## config.mk

```make
export PLATFORM = sky130hd
export DESIGN_NAME = pwmd_top
export DESIGN_NICKNAME = d
export VERILOG_FILES = /design/src/pwmd_pkg.sv /design/src/pwmd_top.sv /design/src/pwmd_spread.sv /design/src/pwmd_axil_slave.sv
export VERILOG_INCLUDE_DIRS = /design/src
export SDC_FILE = /design/constraint.sdc
export NUM_CORES = 1
export LEC_CHECK = 0
export ABC_AREA = 1
export BUFFER_PORTS_ARGS = -buffer_cell sky130_fd_sc_hd__buf_2
export CORE_MARGIN = 10
export CORE_UTILIZATION = 39
export CTS_CLUSTER_DIAMETER = 30
export DETAILED_ROUTE_END_ITERATION = 7
export GPL_ROUTABILITY_DRIVEN = 0
export MAX_ROUTING_LAYER = met4
export SYNTH_ARGS = -nofsm -noshare
export SYNTH_HDL_FRONTEND = slang
export SYNTH_HIERARCHICAL = 1
export SYNTH_SLANG_ARGS = --single-unit
```

## constraint.sdc

```tcl
create_clock -name aclk -period 3.05 [get_ports aclk]
set_input_delay 0.61 -clock aclk [delete_from_list [all_inputs] [get_ports aclk]]
set_output_delay 0.61 -clock aclk [all_outputs]
set_load 0.005 [all_outputs]
```

## src/pwmd_defines.svh

```systemverilog
// register map, reset values and field positions of the 14-bit pwm
// Behaviour
// - select bit picks input clock div2/div4
// - select bit is write-only, reads one
// - control bits 7..1 read one, ignore writes
// - control register resets to FE
// - value is upper[5:0] over lower[7:0]
// - high time is (value+64) half-periods
// - upper write latches value; lower alone doesn't
// - data registers read all ones
// - data registers reset to C000
// - period is 64 equal pulses
// - value 3FC0..3FFF gives constant high output
// - value zero gives 32 input-clock high periods
// - pin carries pwm only when selected
// - high time spread over pulses, less ripple
`ifndef PWMD_DEFINES_SVH
`define PWMD_DEFINES_SVH
`define PWMD_IDX_CTRL    16'hFFCC
`define PWMD_IDX_UPPER   16'hFFCD
`define PWMD_IDX_LOWER   16'hFFCE
`define PWMD_IDX_STATUS  16'hFFCF
`define PWMD_IDX_PMODE   16'hFFEC
`define PWMD_CTRL_RESET  8'hFE
`define PWMD_UPPER_RESET 8'hC0
`define PWMD_LOWER_RESET 8'h00
`define PWMD_PMODE_RESET 8'h00
`define PWMD_CTRL_SEL    0
`define PWMD_PMODE_PWM   0
`define PWMD_READ_ONES   32'h0000_00FF
`define PWMD_FULL_MIN    14'h3FC0
`define PWMD_HIGH_OFFSET 14'h0040
`define PWMD_UNIT_LAST   8'hFF
`define PWMD_PULSE_LAST  6'h3F
`define PWMD_RESP_OKAY   2'h0
`define PWMD_RESP_SLVERR 2'h2
`endif

```

## src/pwmd_pkg.sv

```systemverilog
// types shared by the pwm register slave and waveform logic
`default_nettype none
package pwmd_pkg;
  // one accepted register write
  typedef struct packed {
    logic [31:0] addr;
    logic [7:0]  data;
    logic        strb;
  } pwmd_wr_t;
  // waveform settings in use for one conversion period
  typedef struct packed {
    logic        sel;
    logic [13:0] value;
  } pwmd_cfg_t;
endpackage
`default_nettype wire

```

## src/pwmd_top.sv

```systemverilog
// 14-bit pulse-division pwm with axi4-lite register access
`default_nettype none
`include "pwmd_defines.svh"
module pwmd_top
  import pwmd_pkg::*;
(
  input  wire logic        aclk,
  input  wire logic        aresetn,
  input  wire logic [31:0] s_axi_awaddr,
  input  wire logic        s_axi_awvalid,
  output var  logic        s_axi_awready,
  input  wire logic [31:0] s_axi_wdata,
  input  wire logic [3:0]  s_axi_wstrb,
  input  wire logic        s_axi_wvalid,
  output var  logic        s_axi_wready,
  output var  logic [1:0]  s_axi_bresp,
  output var  logic        s_axi_bvalid,
  input  wire logic        s_axi_bready,
  input  wire logic [31:0] s_axi_araddr,
  input  wire logic        s_axi_arvalid,
  output var  logic        s_axi_arready,
  output var  logic [31:0] s_axi_rdata,
  output var  logic [1:0]  s_axi_rresp,
  output var  logic        s_axi_rvalid,
  input  wire logic        s_axi_rready,
  output var  logic        pwm_pin_out,
  output var  logic        pwm_pin_sel
);
  ////////////////////////////////////////////////////////////////////////
  // decode helpers

  // byte address of a register index
  function automatic logic [31:0] addr_of(input logic [15:0] idx);
    addr_of = {14'h0000, idx, 2'b00};
  endfunction

  function automatic logic mapped(input logic [31:0] a);
    mapped = (a == addr_of(`PWMD_IDX_CTRL))  ||
             (a == addr_of(`PWMD_IDX_UPPER)) ||
             (a == addr_of(`PWMD_IDX_LOWER)) ||
             (a == addr_of(`PWMD_IDX_STATUS)) ||
             (a == addr_of(`PWMD_IDX_PMODE));
  endfunction

  // reset images as named vectors, so single fields can be picked out
  localparam logic [7:0] ctrl_rst  = `PWMD_CTRL_RESET;
  localparam logic [7:0] upper_rst = `PWMD_UPPER_RESET;

  // high units per period: value plus the fixed offset
  function automatic logic [13:0] high_units(input logic [13:0] v);
    high_units = v + `PWMD_HIGH_OFFSET;
  endfunction

  ////////////////////////////////////////////////////////////////////////
  // state

  pwmd_wr_t    wr_req;
  logic        wr_fire;
  logic        wr_hit;
  logic        rd_hit;
  logic [31:0] rd_word;
  logic        ctrl_sel_ff;
  logic [5:0]  upper_ff;
  logic [7:0]  lower_ff;
  logic [7:0]  pmode_ff;
  logic [13:0] pend_value_ff;
  logic        pend_ff;
  pwmd_cfg_t   active_ff;
  logic        div_ff;
  logic [7:0]  unit_cnt_ff;
  logic [5:0]  pulse_cnt_ff;
  logic        wave_ff;
  logic        bonus;
  logic        unit_tick;
  logic        pulse_end;
  logic        boundary;
  logic        full;
  logic        level;
  logic [13:0] nxt_value;
  logic [13:0] units;
  logic [13:0] nxt_units;
  logic        wr_ctrl;
  logic        wr_upper;
  logic        wr_lower;
  logic        wr_pmode;

  ////////////////////////////////////////////////////////////////////////
  // bus slave

  pwmd_axil_slave u_slave (
    .aclk          (aclk),
    .aresetn       (aresetn),
    .s_axi_awaddr  (s_axi_awaddr),
    .s_axi_awvalid (s_axi_awvalid),
    .s_axi_awready (s_axi_awready),
    .s_axi_wdata   (s_axi_wdata),
    .s_axi_wstrb   (s_axi_wstrb),
    .s_axi_wvalid  (s_axi_wvalid),
    .s_axi_wready  (s_axi_wready),
    .s_axi_bresp   (s_axi_bresp),
    .s_axi_bvalid  (s_axi_bvalid),
    .s_axi_bready  (s_axi_bready),
    .s_axi_araddr  (s_axi_araddr),
    .s_axi_arvalid (s_axi_arvalid),
    .s_axi_arready (s_axi_arready),
    .s_axi_rdata   (s_axi_rdata),
    .s_axi_rresp   (s_axi_rresp),
    .s_axi_rvalid  (s_axi_rvalid),
    .s_axi_rready  (s_axi_rready),
    .wr_req        (wr_req),
    .wr_fire       (wr_fire),
    .wr_hit        (wr_hit),
    .rd_hit        (rd_hit),
    .rd_word       (rd_word)
  );

  // write strobes; only byte lane 0 carries register data
  assign wr_hit   = mapped(wr_req.addr);
  assign rd_hit   = mapped(s_axi_araddr);
  assign wr_ctrl  = wr_fire && wr_req.strb &&
                    wr_req.addr == addr_of(`PWMD_IDX_CTRL);
  assign wr_upper = wr_fire && wr_req.strb &&
                    wr_req.addr == addr_of(`PWMD_IDX_UPPER);
  assign wr_lower = wr_fire && wr_req.strb &&
                    wr_req.addr == addr_of(`PWMD_IDX_LOWER);
  assign wr_pmode = wr_fire && wr_req.strb &&
                    wr_req.addr == addr_of(`PWMD_IDX_PMODE);

  // read mux: write-only registers hide their contents
  always_comb begin
    rd_word = 32'h0000_0000;
    if (s_axi_araddr == addr_of(`PWMD_IDX_CTRL)) begin
      rd_word = `PWMD_READ_ONES;
    end else if (s_axi_araddr == addr_of(`PWMD_IDX_UPPER)) begin
      rd_word = `PWMD_READ_ONES;
    end else if (s_axi_araddr == addr_of(`PWMD_IDX_LOWER)) begin
      rd_word = `PWMD_READ_ONES;
    end else if (s_axi_araddr == addr_of(`PWMD_IDX_PMODE)) begin
      rd_word = {24'h000000, pmode_ff};
    end else if (s_axi_araddr == addr_of(`PWMD_IDX_STATUS)) begin
      rd_word = {15'h0000, wave_ff, pend_ff, active_ff};
    end
  end

  ////////////////////////////////////////////////////////////////////////
  // registers

  // control: only the select bit is stored, the rest is constant
  always_ff @(posedge aclk) begin
    if (!aresetn) begin
      ctrl_sel_ff <= ctrl_rst[`PWMD_CTRL_SEL];
    end else if (wr_ctrl) begin
      ctrl_sel_ff <= wr_req.data[`PWMD_CTRL_SEL];
    end
  end

  // data bytes; upper keeps only its six width bits
  always_ff @(posedge aclk) begin
    if (!aresetn) begin
      upper_ff <= upper_rst[5:0];
      lower_ff <= `PWMD_LOWER_RESET;
    end else begin
      if (wr_upper) begin
        upper_ff <= wr_req.data[5:0];
      end
      if (wr_lower) begin
        lower_ff <= wr_req.data;
      end
    end
  end

  // port mode register with the pin-select bit
  always_ff @(posedge aclk) begin
    if (!aresetn) begin
      pmode_ff <= `PWMD_PMODE_RESET;
    end else if (wr_pmode) begin
      pmode_ff <= wr_req.data;
    end
  end

  // upper write latches the pair; a new latch beats the boundary clear
  always_ff @(posedge aclk) begin
    if (!aresetn) begin
      pend_value_ff <= 14'h0000;
      pend_ff       <= 1'b0;
    end else if (wr_upper) begin
      pend_value_ff <= {wr_req.data[5:0], lower_ff};
      pend_ff       <= 1'b1;
    end else if (boundary) begin
      pend_ff <= 1'b0;
    end
  end

  ////////////////////////////////////////////////////////////////////////
  // waveform timing

  // one unit is half the input clock: 1 or 2 system clocks
  assign unit_tick = !active_ff.sel || div_ff;
  assign pulse_end = unit_tick && unit_cnt_ff == `PWMD_UNIT_LAST;
  assign boundary  = pulse_end && pulse_cnt_ff == `PWMD_PULSE_LAST;
  assign nxt_value = (boundary && pend_ff) ? pend_value_ff
                                           : active_ff.value;
  assign units     = high_units(active_ff.value);
  assign nxt_units = high_units(nxt_value);
  assign full      = active_ff.value >= `PWMD_FULL_MIN;

  always_ff @(posedge aclk) begin
    if (!aresetn) begin
      div_ff <= 1'b0;
    end else begin
      div_ff <= active_ff.sel && !div_ff;
    end
  end

  // 256 units per pulse, 64 pulses per period
  always_ff @(posedge aclk) begin
    if (!aresetn) begin
      unit_cnt_ff  <= 8'h00;
      pulse_cnt_ff <= 6'h00;
    end else if (unit_tick) begin
      unit_cnt_ff <= unit_cnt_ff + 8'h01;
      if (pulse_end) begin
        pulse_cnt_ff <= pulse_cnt_ff + 6'h01;
      end
    end
  end

  // settings change only between periods, never mid-period
  always_ff @(posedge aclk) begin
    if (!aresetn) begin
      active_ff.sel   <= ctrl_rst[`PWMD_CTRL_SEL];
      active_ff.value <= {upper_rst[5:0], `PWMD_LOWER_RESET};
    end else if (boundary) begin
      active_ff.sel   <= ctrl_sel_ff;
      active_ff.value <= nxt_value;
    end
  end

  pwmd_spread u_spread (
    .aclk    (aclk),
    .aresetn (aresetn),
    .step    (pulse_end),
    .restart (boundary),
    .frac    (nxt_units[5:0]),
    .bonus   (bonus)
  );

  // base units from the upper bits, one more on bonus pulses
  assign level = full ||
                 ({1'b0, unit_cnt_ff} <
                  {1'b0, units[13:6]} + {8'h00, bonus});

  // output pin is registered; held low while the pin is not selected
  always_ff @(posedge aclk) begin
    if (!aresetn) begin
      wave_ff     <= 1'b0;
      pwm_pin_out <= 1'b0;
      pwm_pin_sel <= 1'b0;
    end else begin
      wave_ff     <= level;
      pwm_pin_out <= pmode_ff[`PWMD_PMODE_PWM] && level;
      pwm_pin_sel <= pmode_ff[`PWMD_PMODE_PWM];
    end
  end

  ////////////////////////////////////////////////////////////////////////
  // checks

  logic [14:0] hi_cnt_ff;
  logic [6:0]  bonus_cnt_ff;

  // high units and bonus pulses counted over each period
  always_ff @(posedge aclk) begin
    if (!aresetn || boundary) begin
      hi_cnt_ff    <= 15'h0000;
      bonus_cnt_ff <= 7'h00;
    end else begin
      if (unit_tick && level) begin
        hi_cnt_ff <= hi_cnt_ff + 15'h0001;
      end
      if (pulse_end && bonus) begin
        bonus_cnt_ff <= bonus_cnt_ff + 7'h01;
      end
    end
  end

  chk_period_high: assert property (
    @(posedge aclk) disable iff (!aresetn)
    (boundary && !full && $past(boundary, 1) == 1'b0 &&
     active_ff.value == $past(active_ff.value, 1))
    |-> (hi_cnt_ff + {14'h0000, level}) == {1'b0, units})
    else $error("high units per period differ from value plus 64");

  chk_even_spread: assert property (
    @(posedge aclk) disable iff (!aresetn)
    (boundary && !full && $past(boundary, 1) == 1'b0 &&
     active_ff.value == $past(active_ff.value, 1))
    |-> (bonus_cnt_ff + {6'h00, bonus}) == {1'b0, units[5:0]})
    else $error("bonus pulses per period differ from spare units");

  chk_ctrl_reads: assert property (
    @(posedge aclk) disable iff (!aresetn)
    (s_axi_arvalid && s_axi_arready &&
     s_axi_araddr == addr_of(`PWMD_IDX_CTRL))
    |=> (s_axi_rvalid && s_axi_rdata == `PWMD_READ_ONES))
    else $error("control register did not read all ones");

  chk_data_reads: assert property (
    @(posedge aclk) disable iff (!aresetn)
    (s_axi_arvalid && s_axi_arready &&
     (s_axi_araddr == addr_of(`PWMD_IDX_UPPER) ||
      s_axi_araddr == addr_of(`PWMD_IDX_LOWER)))
    |=> (s_axi_rvalid && s_axi_rdata == `PWMD_READ_ONES))
    else $error("data register did not read all ones");

  chk_reset_values: assert property (
    @(posedge aclk)
    !aresetn |=> (ctrl_sel_ff == 1'b0 && upper_ff == 6'h00 &&
                  lower_ff == 8'h00 && active_ff.value == 14'h0000))
    else $error("registers not at reset values after reset");

  chk_upper_latch: assert property (
    @(posedge aclk) disable iff (!aresetn)
    wr_upper |=> (pend_ff &&
      pend_value_ff == {$past(wr_req.data[5:0]), $past(lower_ff)}))
    else $error("upper write did not latch the value");

  chk_lower_alone: assert property (
    @(posedge aclk) disable iff (!aresetn)
    wr_lower |=> (pend_value_ff == $past(pend_value_ff) &&
                  (!pend_ff || $past(pend_ff))))
    else $error("lower write alone latched a value");

  chk_full_high: assert property (
    @(posedge aclk) disable iff (!aresetn)
    (full && !boundary) [*2] |-> wave_ff)
    else $error("output not high at full-scale value");

  chk_half_rate: assert property (
    @(posedge aclk) disable iff (!aresetn)
    (active_ff.sel && unit_tick && !boundary) |=> !unit_tick)
    else $error("div4 input advanced on consecutive clocks");

  chk_period_swap: assert property (
    @(posedge aclk) disable iff (!aresetn)
    !boundary |=> $stable(active_ff))
    else $error("settings changed inside a conversion period");

  chk_pin_select: assert property (
    @(posedge aclk) disable iff (!aresetn)
    !pmode_ff[`PWMD_PMODE_PWM] |=> !pwm_pin_out)
    else $error("pin driven with pwm while not selected");

endmodule
`default_nettype wire

```

## src/pwmd_spread.sv

```systemverilog
// spreads the leftover high units evenly over the 64 pulses
`default_nettype none
module pwmd_spread
  import pwmd_pkg::*;
(
  input  wire logic       aclk,
  input  wire logic       aresetn,
  input  wire logic       step,
  input  wire logic       restart,
  input  wire logic [5:0] frac,
  output var  logic       bonus
);
  logic [5:0] acc_ff;
  logic [6:0] nxt_sum;

  // accumulator overflow marks a pulse that gets one extra unit
  always_comb begin
    nxt_sum = {1'b0, restart ? 6'h00 : acc_ff} + {1'b0, frac};
  end

  // 64 additions of frac give exactly frac carries per period
  always_ff @(posedge aclk) begin
    if (!aresetn) begin
      acc_ff <= 6'h00;
      bonus  <= 1'b0;
    end else if (step) begin
      acc_ff <= nxt_sum[5:0];
      bonus  <= nxt_sum[6];
    end
  end
endmodule
`default_nettype wire

```

## src/pwmd_axil_slave.sv

```systemverilog
// axi4-lite slave: one write and one read in flight at a time
`default_nettype none
module pwmd_axil_slave
  import pwmd_pkg::*;
(
  input  wire logic        aclk,
  input  wire logic        aresetn,
  input  wire logic [31:0] s_axi_awaddr,
  input  wire logic        s_axi_awvalid,
  output var  logic        s_axi_awready,
  input  wire logic [31:0] s_axi_wdata,
  input  wire logic [3:0]  s_axi_wstrb,
  input  wire logic        s_axi_wvalid,
  output var  logic        s_axi_wready,
  output var  logic [1:0]  s_axi_bresp,
  output var  logic        s_axi_bvalid,
  input  wire logic        s_axi_bready,
  input  wire logic [31:0] s_axi_araddr,
  input  wire logic        s_axi_arvalid,
  output var  logic        s_axi_arready,
  output var  logic [31:0] s_axi_rdata,
  output var  logic [1:0]  s_axi_rresp,
  output var  logic        s_axi_rvalid,
  input  wire logic        s_axi_rready,
  output var  pwmd_wr_t    wr_req,
  output var  logic        wr_fire,
  input  wire logic        wr_hit,
  input  wire logic        rd_hit,
  input  wire logic [31:0] rd_word
);
  logic fire;
  assign fire = !s_axi_awready && !s_axi_wready && !s_axi_bvalid;

  // address and data are taken in either order, then one fire pulse
  always_ff @(posedge aclk) begin
    if (!aresetn) begin
      s_axi_awready <= 1'b1;
      s_axi_wready  <= 1'b1;
      s_axi_bvalid  <= 1'b0;
      s_axi_bresp   <= `PWMD_RESP_OKAY;
      wr_fire       <= 1'b0;
      wr_req        <= '0;
    end else begin
      wr_fire <= fire;
      if (s_axi_awvalid && s_axi_awready) begin
        s_axi_awready <= 1'b0;
        wr_req.addr   <= s_axi_awaddr;
      end
      if (s_axi_wvalid && s_axi_wready) begin
        s_axi_wready <= 1'b0;
        wr_req.data  <= s_axi_wdata[7:0];
        wr_req.strb  <= s_axi_wstrb[0];
      end
      if (fire) begin
        s_axi_awready <= 1'b1;
        s_axi_wready  <= 1'b1;
        s_axi_bvalid  <= 1'b1;
        s_axi_bresp   <= wr_hit ? `PWMD_RESP_OKAY : `PWMD_RESP_SLVERR;
      end else if (s_axi_bready && s_axi_bvalid) begin
        s_axi_bvalid <= 1'b0;
      end
    end
  end

  // read data is sampled when the address is taken
  always_ff @(posedge aclk) begin
    if (!aresetn) begin
      s_axi_arready <= 1'b1;
      s_axi_rvalid  <= 1'b0;
      s_axi_rdata   <= 32'h0000_0000;
      s_axi_rresp   <= `PWMD_RESP_OKAY;
    end else if (s_axi_arvalid && s_axi_arready) begin
      s_axi_arready <= 1'b0;
      s_axi_rvalid  <= 1'b1;
      s_axi_rdata   <= rd_word;
      s_axi_rresp   <= rd_hit ? `PWMD_RESP_OKAY : `PWMD_RESP_SLVERR;
    end else if (s_axi_rvalid && s_axi_rready) begin
      s_axi_rvalid  <= 1'b0;
      s_axi_arready <= 1'b1;
    end
  end
endmodule
`default_nettype wire

```

==> results of run 1 <==
sequential cells by signal, summed over array words and instances, names as in the netlist:
| name | cells |
|---|---|
| ctrl_sel_ff | 1 |
| pend_value_ff | 14 |
| pmode_ff | 8 |
| pend_ff | 1 |
| u_slave/s_axi_rdata | 32 |
| lower_ff | 8 |
| u_slave/s_axi_bresp | 1 |
| unit_cnt_ff | 8 |
| u_spread/acc_ff | 6 |
| active_ff | 15 |
| u_slave/s_axi_awready | 1 |
| wave_ff | 1 |
| u_slave/s_axi_wready | 1 |
| pwm_pin_sel | 1 |
| pulse_cnt_ff | 6 |
| u_slave/s_axi_rresp | 1 |
| u_slave/wr_req | 41 |
| pwm_pin_out | 1 |
| u_slave/s_axi_arready | 1 |
| u_slave/s_axi_bvalid | 1 |
| div_ff | 1 |
| u_spread/bonus | 1 |
| u_slave/s_axi_rvalid | 1 |
| u_slave/wr_fire | 1 |
worst paths after layout:
| kind | from | end |
|---|---|---|
| max | active_ff[14] | u_spread/acc_ff[4] |
| min | s_axi_awaddr[22] | u_slave/wr_req[31] |
| max reg2reg | active_ff[14] | u_spread/acc_ff[4] |
| min reg2reg | pmode_ff[5] | pmode_ff[5] |
cells by family (layout without fill, tap and decap cells):
logic type      count (synthesis)  count (layout)
buf+inv                       181             296
fa+ha+maj                      19              19
xor+xnor                        8               8
flops                         153             153
compound gates                159             159
other cells                     2              17
simple gates                  531             531
worst max-delay path, cell delays in order (launching register included):
cell      delay (ps)
dfxtp_1          330
inv_1             80
nor2_2           180
inv_2            110
nand3b_4         130
nor2_1            70
nand3_1          170
inv_1            170
nor2_1           130
ha_1             160
inv_1             50
fa_1             400
inv_1             90
nand3_1           80
a21o_1           180
nand3_1           60
nand2_1           50
inv_1             40
cell type report:
cell class	count	area, um2
repair buffers	126	645.6
flip-flops and latches	153	3063
well taps	229	286.5
inverters	139	524.3
fillers	1859	9630
clock buffers	20	456.7
multi-input cells	734	3478
clock inverters	11	123.9
cells in the mapped netlist, drive strengths merged (2+ instances only):
master,count,area share [%]
a21oi,76,5.2
buf,33,3.6
clkbuf,9,0.50
conb,2,0.10
dfxtp,153,42
ha,18,3.1
inv,138,7.1
nand2,200,11
nand3,104,7.1
nand4,12,1.0
nor2,188,10
nor3,23,1.7
o21ai,77,5.3
o21bai,2,0.21
xnor2,4,0.48
xor2,4,0.48
through the flow:
step	utilization, %	total power (uW)	cells	hold slack, ps
finish	47.11	4565	1412	441.4
global route	47.11	4786	1412	423.8
CTS	47.10	4627	1412	419.2
detailed placement	43.91	2557	1381	452.4
global placement	43.91	2551	1381	447.8
floorplan	-	2422	1068	429.1
routing by layer:
layer	share of wire [%]	wire length, um
met1	49	8753
met3	4.7	834
met4	0.54	96
met5	0	0
met2	45	8003
where the power goes:
group	leakage [uW]	total, uW	internal [uW]	switching, uW
Sequential	0.00125	2140	2080	64.4
Combinational	0.00239	367	150	217
Clock	0.000278	2060	1240	815
Total	0.00391	4560	3470	1100
==> impl_results.md, run 1 <==
* Clock Skew at 8.690 ps
* Syn Std Cell Area at 7305 um2
* Root Buffer: clkbuf_16
* Drt first pass iters at 4
* Post-Synth XOR/XNOR Area at 0.9592%
* Sequential cell area fraction in the yosys report at 41.93%
* Via density at 4.604
* Period minus WS final at 2540 ps
* Core ar. at 18,210 um2
* Total track usage at 14.89%
* Setup TNS Final at 0 ps
* Pre-CTS WS at 387.9 ps
* Layout cells sized above 1 at 15.38%
* Nets at 1,297
* Port Buffers at 120
* Crit end category: flop
* CTS tree: yes
* Antenna viol nets, final at 0
* Clk Latency, worst-skew pair at 420 ps
* Die Width at 156.9 um
* RSZ-0062 raised after global routing: false
* Fin. Hold Viols at 0
* Final global-route overflow total at 0
* Initial antenna violation count at 0
* HP Class: in2reg
* Synthesized instance count at 1,053
* Num CTS Buffers at 17
* Reg-to-reg slack, setup at 510 ps
* Reg2reg path depth at 17
* Met3 Usage GRT at 4.030%
* Met1 Use GR at 18.90%
* Ant diodes at 0
* # DRC at 0
* Synth Area in Adders at 3.357%
* Simple-gate share of the synthesized area at 31.31%
* Post-synth top flop: dfxtp_1
* Clock Path Buffers at 2
* Pleak at 0.003913 uW
* Final HPWL DP at 12,840 um
* Max Slew Vio Count at 0
* Vias in the first global route at 6,073
* Die area at 24,600 um2
* Cell variety after synth at 38
* DRT iter0 DRCs at 295
* Avg Cell Area, Syn at 6.937 um2
* PnR worst setup slack at 510.1 ps
* Post-DR wirelength/cell at 12.53 um
* Worst-path clk slew at 60 ps
* Final Cell Area at 8578 um2
* Vias after detailed routing at 6,501
* Clock H-tree levels at 4
* Io pins at 150
* Clock Sinks at 153
* Final period util at 83.28%
* Worst hold path depth at 3
* Most frequent cells in the layout: nand2_1, nor2_1, dfxtp_1
* Critical path required time at 3410 ps
* Worst setup SP type: flop
* Synth warnings at 6
* Pin count of the biggest net entering global routing at 57
* CP Max Fanout at 7
* Max Clk Rate at 393.7 MHz
* Setup Fix Bufs, Post-CTS at 0
* DRT Wirelength at 17,690 um
* Ys async rst share at 0%
* Initial Util at 40.12%
* Fraction of the mapped netlist area in compound gates at 11.08%
* # rows at 49
* Area growth syn-to-layout at 17.44%
* Actual slew at the worst max-slew pin at 812.1 ps
* CTS Hold Buffers Added at 0
* Outcome: finished, final reports clean
* First-pass GRT wire length at 29,390 um
* Kind of critical path: reg2reg
* Rel. slew slack at 45.78%
* Area after DPL at 7995 um2
* Main combinational cell family by area after synthesis: simple AND/OR/NAND/NOR gates
* Most common cell after layout, fill and taps aside: nand2_1
* Final setup vio count at 0
* Layer with the highest usage: met2
* Pwr dens at 532.1 nW/um2
* Number of flops mapped to enable cells by yosys at 0
* Yosys reg bits at 153
* Met2 GRT Util at 23.15%
* Max-Cap Viols at 0
* Max rail drop VDD at 0.4869 mV
* Multiplexer share of the synthesized area at 0%
* PostCTS Resize Cnt at 0
* DIE HEIGHT at 156.9 um
* Arr. time, crit path at 2900 ps
No activity file was read; power rests on OpenSTA's default activity.
==> run 2: changes to the inputs <==
==> constraint.sdc (replaced) <==
create_clock -name aclk -period 2.34 [get_ports aclk]
set_input_delay 0.468 -clock aclk [delete_from_list [all_inputs] [get_ports aclk]]
set_output_delay 0.468 -clock aclk [all_outputs]
set_load 0.005 [all_outputs]
==> run 2 against run 1 <==
Design area grew 4.3%. Sequential share of layout area shrank 1.4 points. Non-clock buffer count increased by 33. Register-to-register slack got worse by 490 ps. Critical path depth stayed put. Final cell count rose by 2.4%. Combinational power grew 35%. Setup slack worse by 490 ps. Hold slack lost 150 ps. Total power increased by 28%. Sequential power up 30%. Largest cell class unchanged. Highest routed layer unchanged.
==> impl_results.md, run 2 (synthesized netlist as in run 1, its figures left out) <==
* Outcome: finished, final reports clean
* Final HPWL DP at 13,300 um
* DRT Wirelength at 18,260 um
* Initial Util at 40.12%
* Clk Latency, worst-skew pair at 430 ps
* Worst setup SP type: flop
* Clock power frac at 44.0%
* Final period util at 99.24%
* Nets at 1,330
* Largest reg by FF count: u_slave/wr_req
* Arr. time, crit path at 2690 ps
* Most common cell after layout, fill and taps aside: nand2_1
* Cell family with most CP delay: simple AND/OR/NAND/NOR gates
* Final global-route overflow total at 0
* Port Buffers at 120
* CP dominant cell by count: inv_2
* Final core occ at 49.14%
* Pleak at 0.004052 uW
* Io pins at 150
* Clock Skew at 15.94 ps
* Min-Delay Startpoint: s_axi_awaddr[23]
* CP max stage cell: dfxtp_2
* Setup TNS Final at 0 ps
* CTS tree: yes
* Post-DR wirelength/cell at 12.63 um
* # DRC at 0
* Top Registers: u_slave/wr_req (41), u_slave/s_axi_rdata (32), active_ff (15)
* Critical path required time at 2700 ps
* Num CTS Buffers at 17
* Period minus WS final at 2322 ps
* Max Clk Rate at 430.6 MHz
* Flip-flop count of the largest register after layout at 41
* P_sw at 1534 uW
* Share of power burned in registers at 47.6%
* Total track usage at 15.13%
* Most frequent cells in the layout: nand2_1, nor2_1, dfxtp_1
* Layout cells sized above 1 at 20.71%
* Crit end category: flop
* Kind of critical path: reg2reg
* Root Buffer: clkbuf_16
* Vias in the first global route at 6,184
* Fill count at 1,863
* Switch share at 26.15%
* Via density at 4.649
* Core ar. at 18,210 um2
* Clock Path Buffers at 2
* Vias after detailed routing at 6,723
* Pin count of the biggest net entering global routing at 42
* Max rail drop VDD at 0.5302 mV
* Final setup vio count at 0
* Max stage delay on crit path at 350 ps
* Clock Sinks at 153
* Int Pwr at 4331 uW
* Die Width at 156.9 um
* Pwr dens at 655.4 nW/um2
* Die area at 24,600 um2
* Fin. Hold Viols at 0
* # rows at 49
* CP bufs+invs at 4
* Max-Cap Viols at 0
* RSZ-0062 raised after global routing: true
* Critical-path cell list: ha_4 > nand3_2 > nand3b_4 > nor3_4 > nand2_4 > nand2_2 > nand2_2 > inv_2 > ha_4 > inv_2 > fa_2 > inv_2 > nand3_2 > a21o_1 > nand3_1 > nand2_1 > inv_1
* Worst-path clk slew at 70 ps
* First-pass GRT wire length at 29,680 um
* Max Slew Vio Count at 0
* Actual slew at the worst max-slew pin at 652.4 ps
* Drt first pass iters at 4
* Antenna viol nets, final at 0
* Rel. slew slack at 56.45%
* CP Max Fanout at 4
* Reg2Reg Launch Point: unit_cnt_ff[1]
* Critical path origin: unit_cnt_ff[1]
* DRT iter0 DRCs at 374
* DIE HEIGHT at 156.9 um
* Combinational share of power at 8.4%
* Ant diodes at 0
* Clock H-tree levels at 4
* Initial antenna violation count at 0
* HP Class: in2reg
* Area growth syn-to-layout at 22.49%
## run 2: changes by cell type in the layout (fill, tap and decap cells not counted), moves of 6 or more
| cell | previous run | this run |
|---|---|---|
| buf_4 | 6 | 37 |
| ha_1 | 18 | 12 |
| inv_1 | 133 | 127 |
| inv_2 | 4 | 10 |
| nand2_1 | 189 | 181 |
| nand2_2 | 8 | 16 |
## run 2: worst reg2reg max path, stage by stage, from the launching register on
cell and delay (ps):
dfxtp_2 350, ha_4 140, nand3_2 60, nand3b_4 180, nor3_4 250, nand2_4 90
nand2_2 70, nand2_2 50, inv_2 60, ha_4 140, inv_2 40, fa_2 350
inv_2 80, nand3_2 80, a21o_1 160, nand3_1 60, nand2_1 60, inv_1 40
## run 2: path summary, 6_finish.rpt
path,end,slack (ps),cells after the start
worst max-delay path,u_spread/acc_ff[4],20,17
worst min-delay path,u_slave/wr_req[32],290,3
worst max register to register,u_spread/acc_ff[4],20,17
worst min register to register,u_slave/wr_req[10],460,2
## run 2: stage by stage
| step | setup slack (ps) | cells | cell area (um2) | hold slack [ps] | power (uW) |
|---|---|---|---|---|---|
| detailed placement | -40.89 | 1411 | 8272 | 454.0 | 3347 |
| global route | -143.0 | 1446 | 8947 | 279.1 | 6150 |
| global placement | -19.89 | 1411 | 8272 | 450.6 | 3339 |
| finish | 17.82 | 1446 | 8947 | 291.1 | 5864 |
| floorplan | -120.5 | 1068 | 7400 | 429.1 | 3160 |
| CTS | 15.89 | 1443 | 8837 | 270.1 | 5947 |
## run 2: what timing repair did
action,CTS,global route
setup endpoints to repair,4,8
resized for setup,1,28
hold buffers,0,0
pin swaps,1,19
setup buffers,0,3
## run 2: power by group through the flow
stage | Clock [uW] | Sequential [uW] | Combinational [uW]
final | 2580 | 2790 | 494
after global routing | 2770 | 2800 | 577
after CTS | 2660 | 2790 | 499
after detailed placement | 0 | 2850 | 497
after global placement | 0 | 2850 | 492
after floorplan | 0 | 2830 | 334
## run 2: area by class of cell
class                           count  area [um2]  share of cell area [%]
Multi-Input combinational cell    734        3606                   40.30
Clock inverter                     13       110.1                   1.231
Clock buffer                       19       442.9                   4.950
Tap cell                          229       286.5                   3.202
Inverter                          139       524.3                   5.859
Timing Repair Buffer              159       909.6                   10.17
Sequential cell                   153        3068                   34.29
## run 2: per-layer routing
layer / vias up / share of wire [%] / global-route usage, %
met2: 114 / 45 / 22.97
met3: 11 / 4.6 / 3.838
met4: 0 / 0.79 / 4.764
met1: 2963 / 49 / 19.33
met5: - / 0 / -
li1: 3635 / - / -
